$ cat src/common/i2c_ctl_cfg.svh
// Constants of the I2C control and time-out block: offsets, bits, codes, timing.
// Assumes inclusion by bare name from the block's design and testbench files.
`ifndef I2C_CTL_CFG_SVH
`define I2C_CTL_CFG_SVH

// ----------------------------------------
// Register word indices; byte address is four times the index
// ----------------------------------------
`define OFS_CTRL   8'hc0
`define OFS_TOC    8'hc4
`define OFS_ADDR   8'hc1
`define OFS_STAT   8'hcc
`define OFS_DATA   8'hd0
`define OFS_IEN    8'hd4

// ----------------------------------------
// Field positions
// ----------------------------------------
`define B_SERIAL_ENABLE     6
`define B_STA      5
`define B_STO      4
`define B_SI       3
`define B_AA       2
`define B_TIMEOUT_COUNT_ENABLE     2
`define B_TIMEOUT_PRESCALE_SELECT     1
`define B_TIF      0
`define B_EA       1
`define B_EI       0

// ----------------------------------------
// Counter limits and timing
// ----------------------------------------
`define TO_MAX        14'h3fff
`define PRE_LAST      2'h3
`define CLK_PERIOD_NS 25
`define QTR_TIME_NS   2500

// ----------------------------------------
// Bus state codes
// ----------------------------------------
`define ST_START    8'h08
`define ST_RSTART   8'h10
`define ST_AW_ACK   8'h18
`define ST_AW_NACK  8'h20
`define ST_TX_ACK   8'h28
`define ST_TX_NACK  8'h30
`define ST_AR_ACK   8'h40
`define ST_AR_NACK  8'h48
`define ST_RX_ACK   8'h50
`define ST_RX_NACK  8'h58
`define ST_SLA      8'h60
`define ST_GCALL    8'h70
`define ST_SRX_ACK  8'h80
`define ST_SRX_NACK 8'h88
`define ST_SSTOP    8'ha0
`define ST_NONE     8'hf8

`endif

$ cat src/common/i2c_ctl_pkg.sv
// Types of the I2C control and time-out block: engine states and the state record.
// Assumes the block keeps all of its state in one packed record.
package i2c_ctl_pkg;

    // ----------------------------------------
    // Bus engine states
    // ----------------------------------------
    typedef enum logic [2:0] {
        s_idle  = 3'b000,
        s_wait  = 3'b001,
        s_start = 3'b010,
        s_bit   = 3'b011,
        s_hold  = 3'b100,
        s_stop  = 3'b101,
        s_slv   = 3'b110
    } eng_e;

    // ----------------------------------------
    // Whole block state
    // ----------------------------------------
    typedef struct packed {
        eng_e        eng;
        logic [1:0]  q;
        logic [7:0]  dcnt;
        logic [3:0]  bits;
        logic [7:0]  shreg;
        logic [7:0]  pcode;
        logic        drv;
        logic        serial_enable, begin_condition_request, end_condition_request, si, aa;
        logic        timeout_count_enable, timeout_prescale_select, timeout_flag;
        logic [6:0]  own;
        logic        gc, ea, ei;
        logic [7:0]  data, stat;
        logic [13:0] tcnt;
        logic [1:0]  pre;
        logic        scl_m, scl_s, scl_d, sda_m, sda_s, sda_d;
        logic        busy, mst, adr, rd, first, ack;
        logic        scl_oe, sda_oe, irq;
        logic        ahb_pend, ahb_wr, hready;
        logic [7:0]  ahb_a;
        logic [31:0] hrdata;
    } st_s;

endpackage

$ cat src/hdl/i2c_ctl.sv
// I2C serial port control, bus engine and 14-bit bus time-out, AHB-Lite slave.
// Assumes one 40 MHz clock; open-drain lines resolved outside from the enables.
// Functional notes
// Time-out counter runs only while count enable and serial enable are both set.
// Setting the serial event flag stops and zeroes the time-out count.
// Prescale select 0 counts every clock, 1 counts every fourth clock.
// Overflow sets the time-out flag and requests the interrupt when enabled.
// Hardware never clears the time-out flag; software writes zero to clear it.
// Software clears the event flag before enabling the time-out counter.
// Serial enable low floats lines, ignores the bus, forces end request low.
// Begin request enters master; start if bus free, else after stop and delay.
// Begin request after bytes as master sends a repeated start.
// Begin request is accepted any time, even as an addressed slave.
// Master end request sends stop; the bit clears when stop is seen.
// Slave end request returns to the not-addressed slave state.
// Master with both requests sends stop then start.
// Slave with both requests does an internal stop, nothing on the bus.
// New state code sets the event flag; interrupt when both enables set.
// State code F8 never sets the event flag.
// Event flag set holds SCL low in its low phase.
// Only software clears the event flag; clearing releases SCL and request.
// Ack assert low returns not-acknowledge after received data bytes.
// Ack assert high acknowledges own address, data, enabled general call.
// General call address answered only with general call enable set.
// Software loads the own address; master mode ignores it.
// Overflow is all ones to zero, flag set on that same edge.
// No start or repeated start while the begin request is low.
//
// The AHB-Lite interface to the registers is this design's own decision.
`timescale 1ns/1ps
`include "i2c_ctl_cfg.svh"
module i2c_ctl
    import i2c_ctl_pkg::*;
#(
    parameter int QTR_CYC = `QTR_TIME_NS / `CLK_PERIOD_NS
)(
    input  wire logic        sys_clk_i,
    input  wire logic        rst_n_i,
    input  wire logic        hsel_i,
    input  wire logic [31:0] haddr_i,
    input  wire logic [1:0]  htrans_i,
    input  wire logic        hwrite_i,
    input  wire logic [2:0]  hsize_i,
    input  wire logic [31:0] hwdata_i,
    input  wire logic        hready_i,
    output logic      [31:0] hrdata_o,
    output logic             hreadyout_o,
    output logic             hresp_o,
    input  wire logic        scl_i,
    output logic             scl_o,
    output logic             scl_oe_o,
    input  wire logic        sda_i,
    output logic             sda_o,
    output logic             sda_oe_o,
    output logic             irq_o
);

    localparam logic [7:0] QLAST = 8'(QTR_CYC - 1);

    st_s        r;
    st_s        n;
    logic [7:0] wd;
    logic       start_det, stop_det, tick, adv, scl_rise, scl_fall;
    logic       run, pre_hit, rx, own_hit, gc_hit, toc_wr;

    // Status posting; the no-information code never raises the flag
    function automatic st_s post(input st_s s, input logic [7:0] c);
        post      = s;
        post.stat = c;
        if (c != `ST_NONE) begin
            post.si = 1'b1;
        end
    endfunction

    // ----------------------------------------
    // Decoded conditions
    // ----------------------------------------
    // Edges use the second and third stages only
    assign wd        = hwdata_i[7:0];
    assign start_det = r.serial_enable & r.scl_s & r.scl_d & r.sda_d & ~r.sda_s;
    assign stop_det  = r.serial_enable & r.scl_s & r.scl_d & ~r.sda_d & r.sda_s;
    assign scl_rise  = r.serial_enable & r.scl_s & ~r.scl_d;
    assign scl_fall  = r.serial_enable & ~r.scl_s & r.scl_d;
    assign tick      = (r.dcnt == QLAST);
    // A quarter in which SCL was released waits for the line to go high
    assign adv       = tick & ~(r.q == 2'h1 & ~r.scl_s);
    assign run       = r.timeout_count_enable & r.serial_enable & ~r.si;
    assign pre_hit   = ~r.timeout_prescale_select | (r.pre == `PRE_LAST);
    assign rx        = r.rd & ~r.first;
    // Own address compare applies to slave reception only
    assign own_hit   = (r.shreg[7:1] == r.own) & ~r.shreg[0];
    assign gc_hit    = (r.shreg == 8'h00) & r.gc;
    assign toc_wr    = r.ahb_pend & r.ahb_wr & (r.ahb_a == `OFS_TOC);

    // ----------------------------------------
    // Next state
    // ----------------------------------------
    always_comb begin
        n = r;
        // Line synchronisers
        n.scl_m = scl_i;
        n.scl_s = r.scl_m;
        n.scl_d = r.scl_s;
        n.sda_m = sda_i;
        n.sda_s = r.sda_m;
        n.sda_d = r.sda_s;
        n.dcnt  = tick ? 8'h00 : r.dcnt + 8'h01;
        if (start_det) begin
            n.busy = 1'b1;
        end else if (stop_det) begin
            n.busy = 1'b0;
        end

        // Bus slave: one wait state, so hrdata comes from a register
        if (r.ahb_pend) begin
            n.ahb_pend = 1'b0;
            n.hready   = 1'b1;
            if (r.ahb_wr) begin
                case (r.ahb_a)
                    `OFS_CTRL: begin
                        n.serial_enable = wd[`B_SERIAL_ENABLE];
                        n.begin_condition_request  = wd[`B_STA];
                        n.end_condition_request  = wd[`B_STO];
                        n.aa   = wd[`B_AA];
                        if (!wd[`B_SI]) begin
                            n.si = 1'b0;
                        end
                    end
                    `OFS_TOC: begin
                        n.timeout_count_enable = wd[`B_TIMEOUT_COUNT_ENABLE];
                        n.timeout_prescale_select = wd[`B_TIMEOUT_PRESCALE_SELECT];
                        if (!wd[`B_TIF]) begin
                            n.timeout_flag = 1'b0;
                        end
                    end
                    `OFS_ADDR: begin
                        n.own = wd[7:1];
                        n.gc  = wd[0];
                    end
                    `OFS_DATA: n.data = wd;
                    `OFS_IEN: begin
                        n.ea = wd[`B_EA];
                        n.ei = wd[`B_EI];
                    end
                    default: ;
                endcase
            end else begin
                n.hrdata = 32'h0000_0000;
                case (r.ahb_a)
                    `OFS_CTRL: begin
                        n.hrdata[`B_SERIAL_ENABLE] = r.serial_enable;
                        n.hrdata[`B_STA]  = r.begin_condition_request;
                        n.hrdata[`B_STO]  = r.end_condition_request;
                        n.hrdata[`B_SI]   = r.si;
                        n.hrdata[`B_AA]   = r.aa;
                    end
                    `OFS_TOC: begin
                        n.hrdata[`B_TIMEOUT_COUNT_ENABLE] = r.timeout_count_enable;
                        n.hrdata[`B_TIMEOUT_PRESCALE_SELECT] = r.timeout_prescale_select;
                        n.hrdata[`B_TIF]  = r.timeout_flag;
                    end
                    `OFS_ADDR: n.hrdata[7:0] = {r.own, r.gc};
                    `OFS_STAT: n.hrdata[7:0] = r.stat;
                    `OFS_DATA: n.hrdata[7:0] = r.data;
                    `OFS_IEN: begin
                        n.hrdata[`B_EA] = r.ea;
                        n.hrdata[`B_EI] = r.ei;
                    end
                    default: ;
                endcase
            end
        end else if (hsel_i && htrans_i[1] && hready_i) begin
            n.ahb_pend = 1'b1;
            n.ahb_wr   = hwrite_i;
            n.ahb_a    = haddr_i[9:2]; // Word index, one register per aligned word
            n.hready   = 1'b0;
        end

        // Bus engine; hardware sets below win over the writes above
        case (r.eng)
            s_idle: begin
                if (r.begin_condition_request) begin
                    n.eng = r.busy ? s_wait : s_start;
                    n.q   = 2'h0;
                end else if (start_det) begin
                    n.eng   = s_slv;
                    n.bits  = 4'h0;
                    n.first = 1'b1;
                    n.drv   = 1'b0;
                end
            end
            s_wait: begin
                // Another master may still address us while we wait
                if (start_det) begin
                    n.eng   = s_slv;
                    n.bits  = 4'h0;
                    n.first = 1'b1;
                    n.drv   = 1'b0;
                end else if (!r.begin_condition_request) begin
                    n.eng = s_idle;
                end else if (r.busy) begin
                    n.q = 2'h0;
                end else if (adv) begin
                    n.q = r.q + 2'h1;
                    if (r.q == 2'h3) begin
                        n.eng = s_start;
                    end
                end
            end
            s_start: begin
                if (adv) begin
                    n.q = r.q + 2'h1;
                    if (r.q == 2'h3) begin
                        n       = post(n, r.mst ? `ST_RSTART : `ST_START);
                        n.mst   = 1'b1;
                        n.first = 1'b1;
                        n.eng   = s_hold;
                    end
                end
            end
            s_bit: begin
                if (adv) begin
                    n.q = r.q + 2'h1;
                    if (r.q == 2'h2) begin
                        if (r.bits == 4'h8) begin
                            n.ack = ~r.sda_s;
                        end else begin
                            n.shreg = {r.shreg[6:0], r.sda_s};
                        end
                    end
                    if (r.q == 2'h3) begin
                        if (r.bits == 4'h8) begin
                            n.eng   = s_hold;
                            n.first = 1'b0;
                            if (r.first) begin
                                n.rd = r.shreg[0];
                                if (r.shreg[0]) begin
                                    n = post(n, r.ack ? `ST_AR_ACK : `ST_AR_NACK);
                                end else begin
                                    n = post(n, r.ack ? `ST_AW_ACK : `ST_AW_NACK);
                                end
                            end else if (rx) begin
                                n.data = r.shreg;
                                n      = post(n, r.ack ? `ST_RX_ACK : `ST_RX_NACK);
                            end else begin
                                n = post(n, r.ack ? `ST_TX_ACK : `ST_TX_NACK);
                            end
                        end else begin
                            n.bits = r.bits + 4'h1;
                            // Ninth slot: receiver answers per ack assert
                            if (r.bits == 4'h7) begin
                                n.drv = rx & r.aa;
                            end else begin
                                n.drv = ~rx & ~r.shreg[7];
                            end
                        end
                    end
                end
            end
            s_hold: begin
                if (!r.si) begin
                    if (r.mst) begin
                        n.q = 2'h0;
                        if (r.end_condition_request) begin
                            n.eng = s_stop;
                        end else if (r.begin_condition_request) begin
                            n.eng = s_start;
                        end else begin
                            n.eng   = s_bit;
                            n.bits  = 4'h0;
                            n.shreg = r.data;
                            n.drv   = ~rx & ~r.data[7];
                        end
                    end else if (r.end_condition_request) begin
                        // Internal stop only, nothing goes on the bus
                        n.adr = 1'b0;
                        n.end_condition_request = 1'b0;
                        n.eng = s_idle;
                    end else begin
                        n.eng = s_slv;
                    end
                end
            end
            s_stop: begin
                if (adv) begin
                    n.q = r.q + 2'h1;
                    if (r.q == 2'h3) begin
                        n.mst = 1'b0;
                        n.eng = r.begin_condition_request ? s_start : s_idle;
                    end
                end
            end
            s_slv: begin
                if (start_det || stop_det) begin
                    if (r.adr) begin
                        n = post(n, `ST_SSTOP);
                    end
                    n.adr   = 1'b0;
                    n.bits  = 4'h0;
                    n.first = 1'b1;
                    n.drv   = 1'b0;
                    if (stop_det) begin
                        n.eng = s_idle;
                    end
                end else if (scl_rise) begin
                    if (r.bits < 4'h8) begin
                        n.shreg = {r.shreg[6:0], r.sda_s};
                    end
                    n.bits = r.bits + 4'h1;
                end else if (scl_fall && r.bits == 4'h8) begin
                    if (r.first) begin
                        n.drv   = r.aa & (own_hit | gc_hit);
                        n.adr   = n.drv;
                        n.pcode = !n.drv ? `ST_NONE : own_hit ? `ST_SLA : `ST_GCALL;
                    end else if (r.adr) begin
                        n.drv   = r.aa;
                        n.data  = r.shreg;
                        n.pcode = r.aa ? `ST_SRX_ACK : `ST_SRX_NACK;
                    end else begin
                        n.drv   = 1'b0;
                        n.pcode = `ST_NONE;
                    end
                end else if (scl_fall && r.bits == 4'h9) begin
                    n.drv   = 1'b0;
                    n.bits  = 4'h0;
                    n.first = 1'b0;
                    n       = post(n, r.pcode);
                    if (r.pcode == `ST_SRX_NACK) begin
                        n.adr = 1'b0;
                    end
                    if (r.pcode != `ST_NONE) begin
                        n.eng = s_hold;
                    end
                end
            end
            default: n.eng = s_idle;
        endcase
        if (stop_det && r.mst) begin
            n.end_condition_request = 1'b0;
        end

        // Port disabled: engine parked, end request held low
        if (!n.serial_enable) begin
            n.end_condition_request  = 1'b0;
            n.eng  = s_idle;
            n.mst  = 1'b0;
            n.adr  = 1'b0;
            n.busy = 1'b0;
        end
        if (n.eng != r.eng) begin
            n.dcnt = 8'h00;
        end

        // Line drive from the next engine state
        n.scl_oe = n.serial_enable & ((n.eng == s_start & n.q == 2'h3)
                 | (n.eng == s_bit & n.q == 2'h0) | (n.eng == s_stop & n.q == 2'h0)
                 | (n.eng == s_hold));
        n.sda_oe = n.serial_enable & ((n.eng == s_start & n.q[1])
                 | (n.eng == s_stop & n.q != 2'h3)
                 | ((n.eng == s_bit | n.eng == s_slv) & n.drv));

        // Time-out: overflow first, so a simultaneous flag rise still zeroes it
        if (run && pre_hit) begin
            n.tcnt = r.tcnt + 14'h0001;
            if (r.tcnt == `TO_MAX) begin
                n.timeout_flag = 1'b1;
            end
        end
        if (run) begin
            n.pre = r.pre + 2'h1;
        end
        if (n.si && !r.si) begin
            n.tcnt = 14'h0000;
            n.pre  = 2'h0;
        end
        n.irq = n.ea & n.ei & (n.si | n.timeout_flag);
    end

    // ----------------------------------------
    // State register
    // ----------------------------------------
    always_ff @(posedge sys_clk_i) begin
        if (!rst_n_i) begin
            r        <= '0;
            r.eng    <= s_idle;
            r.hready <= 1'b1;
            r.stat   <= `ST_NONE;
            r.pcode  <= `ST_NONE;
        end else begin
            r <= n;
        end
    end

    // Outputs; lines are only ever pulled low
    assign hrdata_o    = r.hrdata;
    assign hreadyout_o = r.hready;
    assign hresp_o     = 1'b0;
    assign scl_o       = 1'b0;
    assign sda_o       = 1'b0;
    assign scl_oe_o    = r.scl_oe;
    assign sda_oe_o    = r.sda_oe;
    assign irq_o       = r.irq;
endmodule

$ cat config.mk
export PLATFORM = sky130hd
export DESIGN_NAME = i2c_ctl
export DESIGN_NICKNAME = d
export VERILOG_FILES = /design/src/common/i2c_ctl_pkg.sv /design/src/hdl/i2c_ctl.sv
export VERILOG_INCLUDE_DIRS = /design/src /design/src/common
export SDC_FILE = /design/constraint.sdc
export NUM_CORES = 1
export LEC_CHECK = 0
export ABC_CLOCK_PERIOD_IN_PS = 5950
export BUFFER_PORTS_ARGS = -buffer_cell sky130_fd_sc_hd__clkbuf_2
export CAP_MARGIN = 15
export CELL_PAD_IN_SITES_DETAIL_PLACEMENT = 1
export CELL_PAD_IN_SITES_GLOBAL_PLACEMENT = 2
export CORE_UTILIZATION = 35
export CTS_BUF_LIST = sky130_fd_sc_hd__clkbuf_16
export DETAILED_ROUTE_END_ITERATION = 8
export GPL_TIMING_DRIVEN = 0
export PLACE_DENSITY_LB_ADDON = 0.12
export SLEW_MARGIN = 40
export SYNTH_ARGS = -nofsm -noshare
export SYNTH_HDL_FRONTEND = slang
export SYNTH_SLANG_ARGS = --single-unit
$ cat constraint.sdc
create_clock -name sys_clk_i -period 5.95 [get_ports sys_clk_i]
set_input_delay 1.19 -clock sys_clk_i [delete_from_list [all_inputs] [get_ports sys_clk_i]]
set_output_delay 1.19 -clock sys_clk_i [all_outputs]
set_load 0.02 [all_outputs]
==> results.md <==
- Status: complete, no violations
- Max_slew headroom: 0.5132
- Slew @ Worst Pin: 0.7302 ns
- Routed vias/inst: 5.508
- Internal power: 1.086 mW
- CP Data Arrival Time: 3.12 ns
- Filler cells: 2169
- Placed Instances: 1074
- Required time worst endpoint: 6.21 ns
- Worst-path maximum fanout: 10
- Syn Area/Cell: 8.030 um^2
- Hold Vio Cnt, Final: 0
- Reg2reg start: r[129]
- GRT Total Usage: 0.2328
- Setup TNS: 0 ns
- Clock Skews: 0.01089 ns
- Multi-input logic area: 0.003722 mm^2
- Worst setup EP type: flip-flop
- Pin count of the biggest net entering global routing: 22
- RePlAce Congestion: 0.9024
- Leakage: 2.765 nW
- Synth Area in Compound Gates: 0.1946
- Clock share of power: 0.428
- CTS tree: done
- N_diodes: 0
- Number of gates resized after CTS: 0
- DRT Pass-1 Iters: 5
- Final WL: 20.77 mm
- First-pass GRT wire length: 32.62 mm
- Achievable Freq: 349.2 MHz
- Hold path start: r[54]
- Nets: 949
- Syn Std Cell Area: 0.006320 mm^2
- CTS Buffer Depth: 2
- Min-Delay Path Class: reg2reg
- Initial DRC count: 345
- Post-synthesis simple-gate area fraction: 0.2728
- Area Growth Syn to Fin: 14.08%
- Cell Count, Final, Fillers Out: 1090
- Cells after synthesis: 787
- Clock Latency Late Sink: 0.37 ns
- Max-cap violations: 0
- Core Area: 0.01748 mm^2
- Worst-path clk slew: 0.08 ns
- Post-synth EDFFs: 0
- Initial Util: 0.3616
- NetSw: 394.2 uW
- Sw frac: 0.2664
- Register area share after synthesis: 0.3548
- Hold-fix buffers, CTS: 0
- Sequential power share: 0.515
- Synth Area in Adders: 0.02574
- ANT nets after route: 0
- # rows: 48
- IO Count: 115
- CTS Sinks: 112
- RSZ-0062 raised after global routing: false
- Yosys cell types: 79
- Crit path launch: r[129]
- Fin crit share: 0.4813
- Final setup vio count: 0
- Asr flop ratio synth: 0
- Clock root buffer: clkbuf_16
- Startpoint types: flip-flop
- Main synth FF type: dfxtp_1
- Vias: 6004
- Total grt overflow: 0
- PwrDens: 205.3 mW/mm^2
- Clock buffers created by TritonCTS: 9
- Die span in y: 136.4 um
- Min cycle time layout: 2.864 ns
- Mux contribution to synthesized area: 0.02732
- VDD IR max: 156.1 uV
- Max-slew violations: 0
- DP HPWL: 16.11 mm
- Synth Register Bits: 112
- Routed length per instance: 19.06 um
- Htree depth: 3
- Largest family of logic cells by synthesized area: simple AND/OR/NAND/NOR gates
- Warnings, synthesis: 0
- Setup slack, reg-to-reg: 3.09 ns
- Share of cells above drive strength 1: 0.1376
- Residual DRC count: 0
- Critical path type: reg2reg
- Vias in the first global route: 5958
- Post-CTS setup buffer count: 0
- IO buf count: 35
- Combinational power share: 0.056
- Post-Synth XOR/XNOR Area: 0.04831
- Die width: 136.4 um
- Register Area: 0.002242 mm^2
- Initial antenna violation count: 0
- Die area: 0.01860 mm^2
[area by class of cell]
type | instances | area share
multi-input combinational | 611 | 0.5163
tap | 225 | 0.03905
clock inverter | 7 | 0.01007
sequential | 112 | 0.3110
timing repair buffer | 36 | 0.02586
inverter | 20 | 0.01041
buffer | 70 | 0.05606
clock buffer | 9 | 0.03124
[metrics by stage]
| step | total power, mW | utilization | cell area [um^2] | hold WS [ns] | setup WS (ns) |
|---|---|---|---|---|---|
| finish | 1.480 | 0.4125 | 7209 | 0.4422 | 3.086 |
| CTS | 1.494 | 0.4113 | 7188 | 0.4501 | 3.070 |
| global route | 1.523 | 0.4125 | 7209 | 0.4733 | 2.817 |
| global placement | 0.8611 | 0.3933 | 6874 | 0.4148 | 2.841 |
| detailed placement | 0.8633 | 0.3943 | 6890 | 0.4282 | 2.810 |
| floorplan | 0.8349 | - | 6417 | 0.4119 | 3.336 |
[metal layers]
metal | up-vias | GRT usage | wire length, um
met2 | 162 | 0.3982 | 10040
met3 | 37 | 0.03244 | 850
met4 | 0 | 0.09691 | 669
met1 | 2907 | 0.2910 | 9206
met5 | - | 0 | 0
li1 | 2898 | - | -
[power groups by stage]
stage	Combinational [mW]	Clock (mW)	Sequential, mW
global route	0.0910	0.668	0.764
detailed placement	0.0831	0	0.780
global placement	0.0813	0	0.780
finish	0.0835	0.634	0.763
floorplan	0.0563	0	0.779
CTS	0.0835	0.648	0.763
[state kept, by name, indices dropped and copies added (netlist names)]
signal       flops
sda_oe_o         1
scl_oe_o         1
hrdata_o         8
r              100
hreadyout_o      1
irq_o            1
[critical path, cell delays in order (launching register included)]
cell	delay, ns
dfxtp_1	0.38
ha_1	0.25
and4bb_4	0.29
nand4_4	0.23
or2_2	0.40
a21oi_1	0.14
o21ai_0	0.18
o21ai_1	0.49
buf_2	0.32
nor2_1	0.08
[kinds of logic after synthesis]
family / Yosys count
AOI/OAI and AO/OA: 178
xor gates and xnor gates: 34
adders and majority gates: 13
buffers and inverters: 90
DFF: 112
muxes: 17
other: 1
and+or+nand+nor: 342
[synth_stat cells, drive strengths merged, types with 3 or more instances]
cell type  count  area, um^2
xor2          24       210.2
a21oi         53       269.0
and2          18       112.6
a21o          10       75.07
o21ai         25       128.9
or3            7       43.79
nor2b         12       82.58
o22ai          3       18.77
inv           19       71.31
and3b          4       35.03
a22oi         20       150.1
nor4           7       50.05
nand3b         4       30.03
nor2          88       330.3
nor3b          6       56.31
clkbuf        27       101.4
o211ai         5       37.54
and3          11       68.82
a31oi          9       56.30
buf           43       302.8
a2111oi        5       56.31
ha            13       162.7
xnor2         10       95.10
nand2b         8       50.05
o221ai         3       26.28
nand3         48       240.2
nor3          13       65.06
or2            5       31.28
a221oi         3       43.80
a211oi        13       107.6
a21boi         4       33.78
nand2         88       330.3
nand4         12       90.09
mux2i         15       150.1
dfxtp        112        2242
[cell usage in the layout, fill, tap and decap left out, types with 9 or more instances in the layout]
master,count
a211oi_1,11
a21o_1,10
a21oi_1,52
a22oi_1,20
a31oi_1,9
and2_1,17
and3_1,11
buf_4,35
clkbuf_1,27
clkbuf_16,9
clkbuf_2,35
conb_1,27
dfxtp_1,112
ha_1,13
inv_1,18
mux2i_1,15
nand2_1,88
nand3_1,48
nand4_1,11
nor2_1,88
nor2b_1,11
nor3_1,12
o21ai_0,20
xnor2_1,9
xor2_1,24
[worst paths after layout]
path                               to  cells after the start
worst max register to register  r[68]                      9
worst max-delay path            r[68]                      9
worst min-delay path            r[53]                      1
worst min register to register  r[53]                      1
No activity file was read; power rests on OpenSTA's default activity.
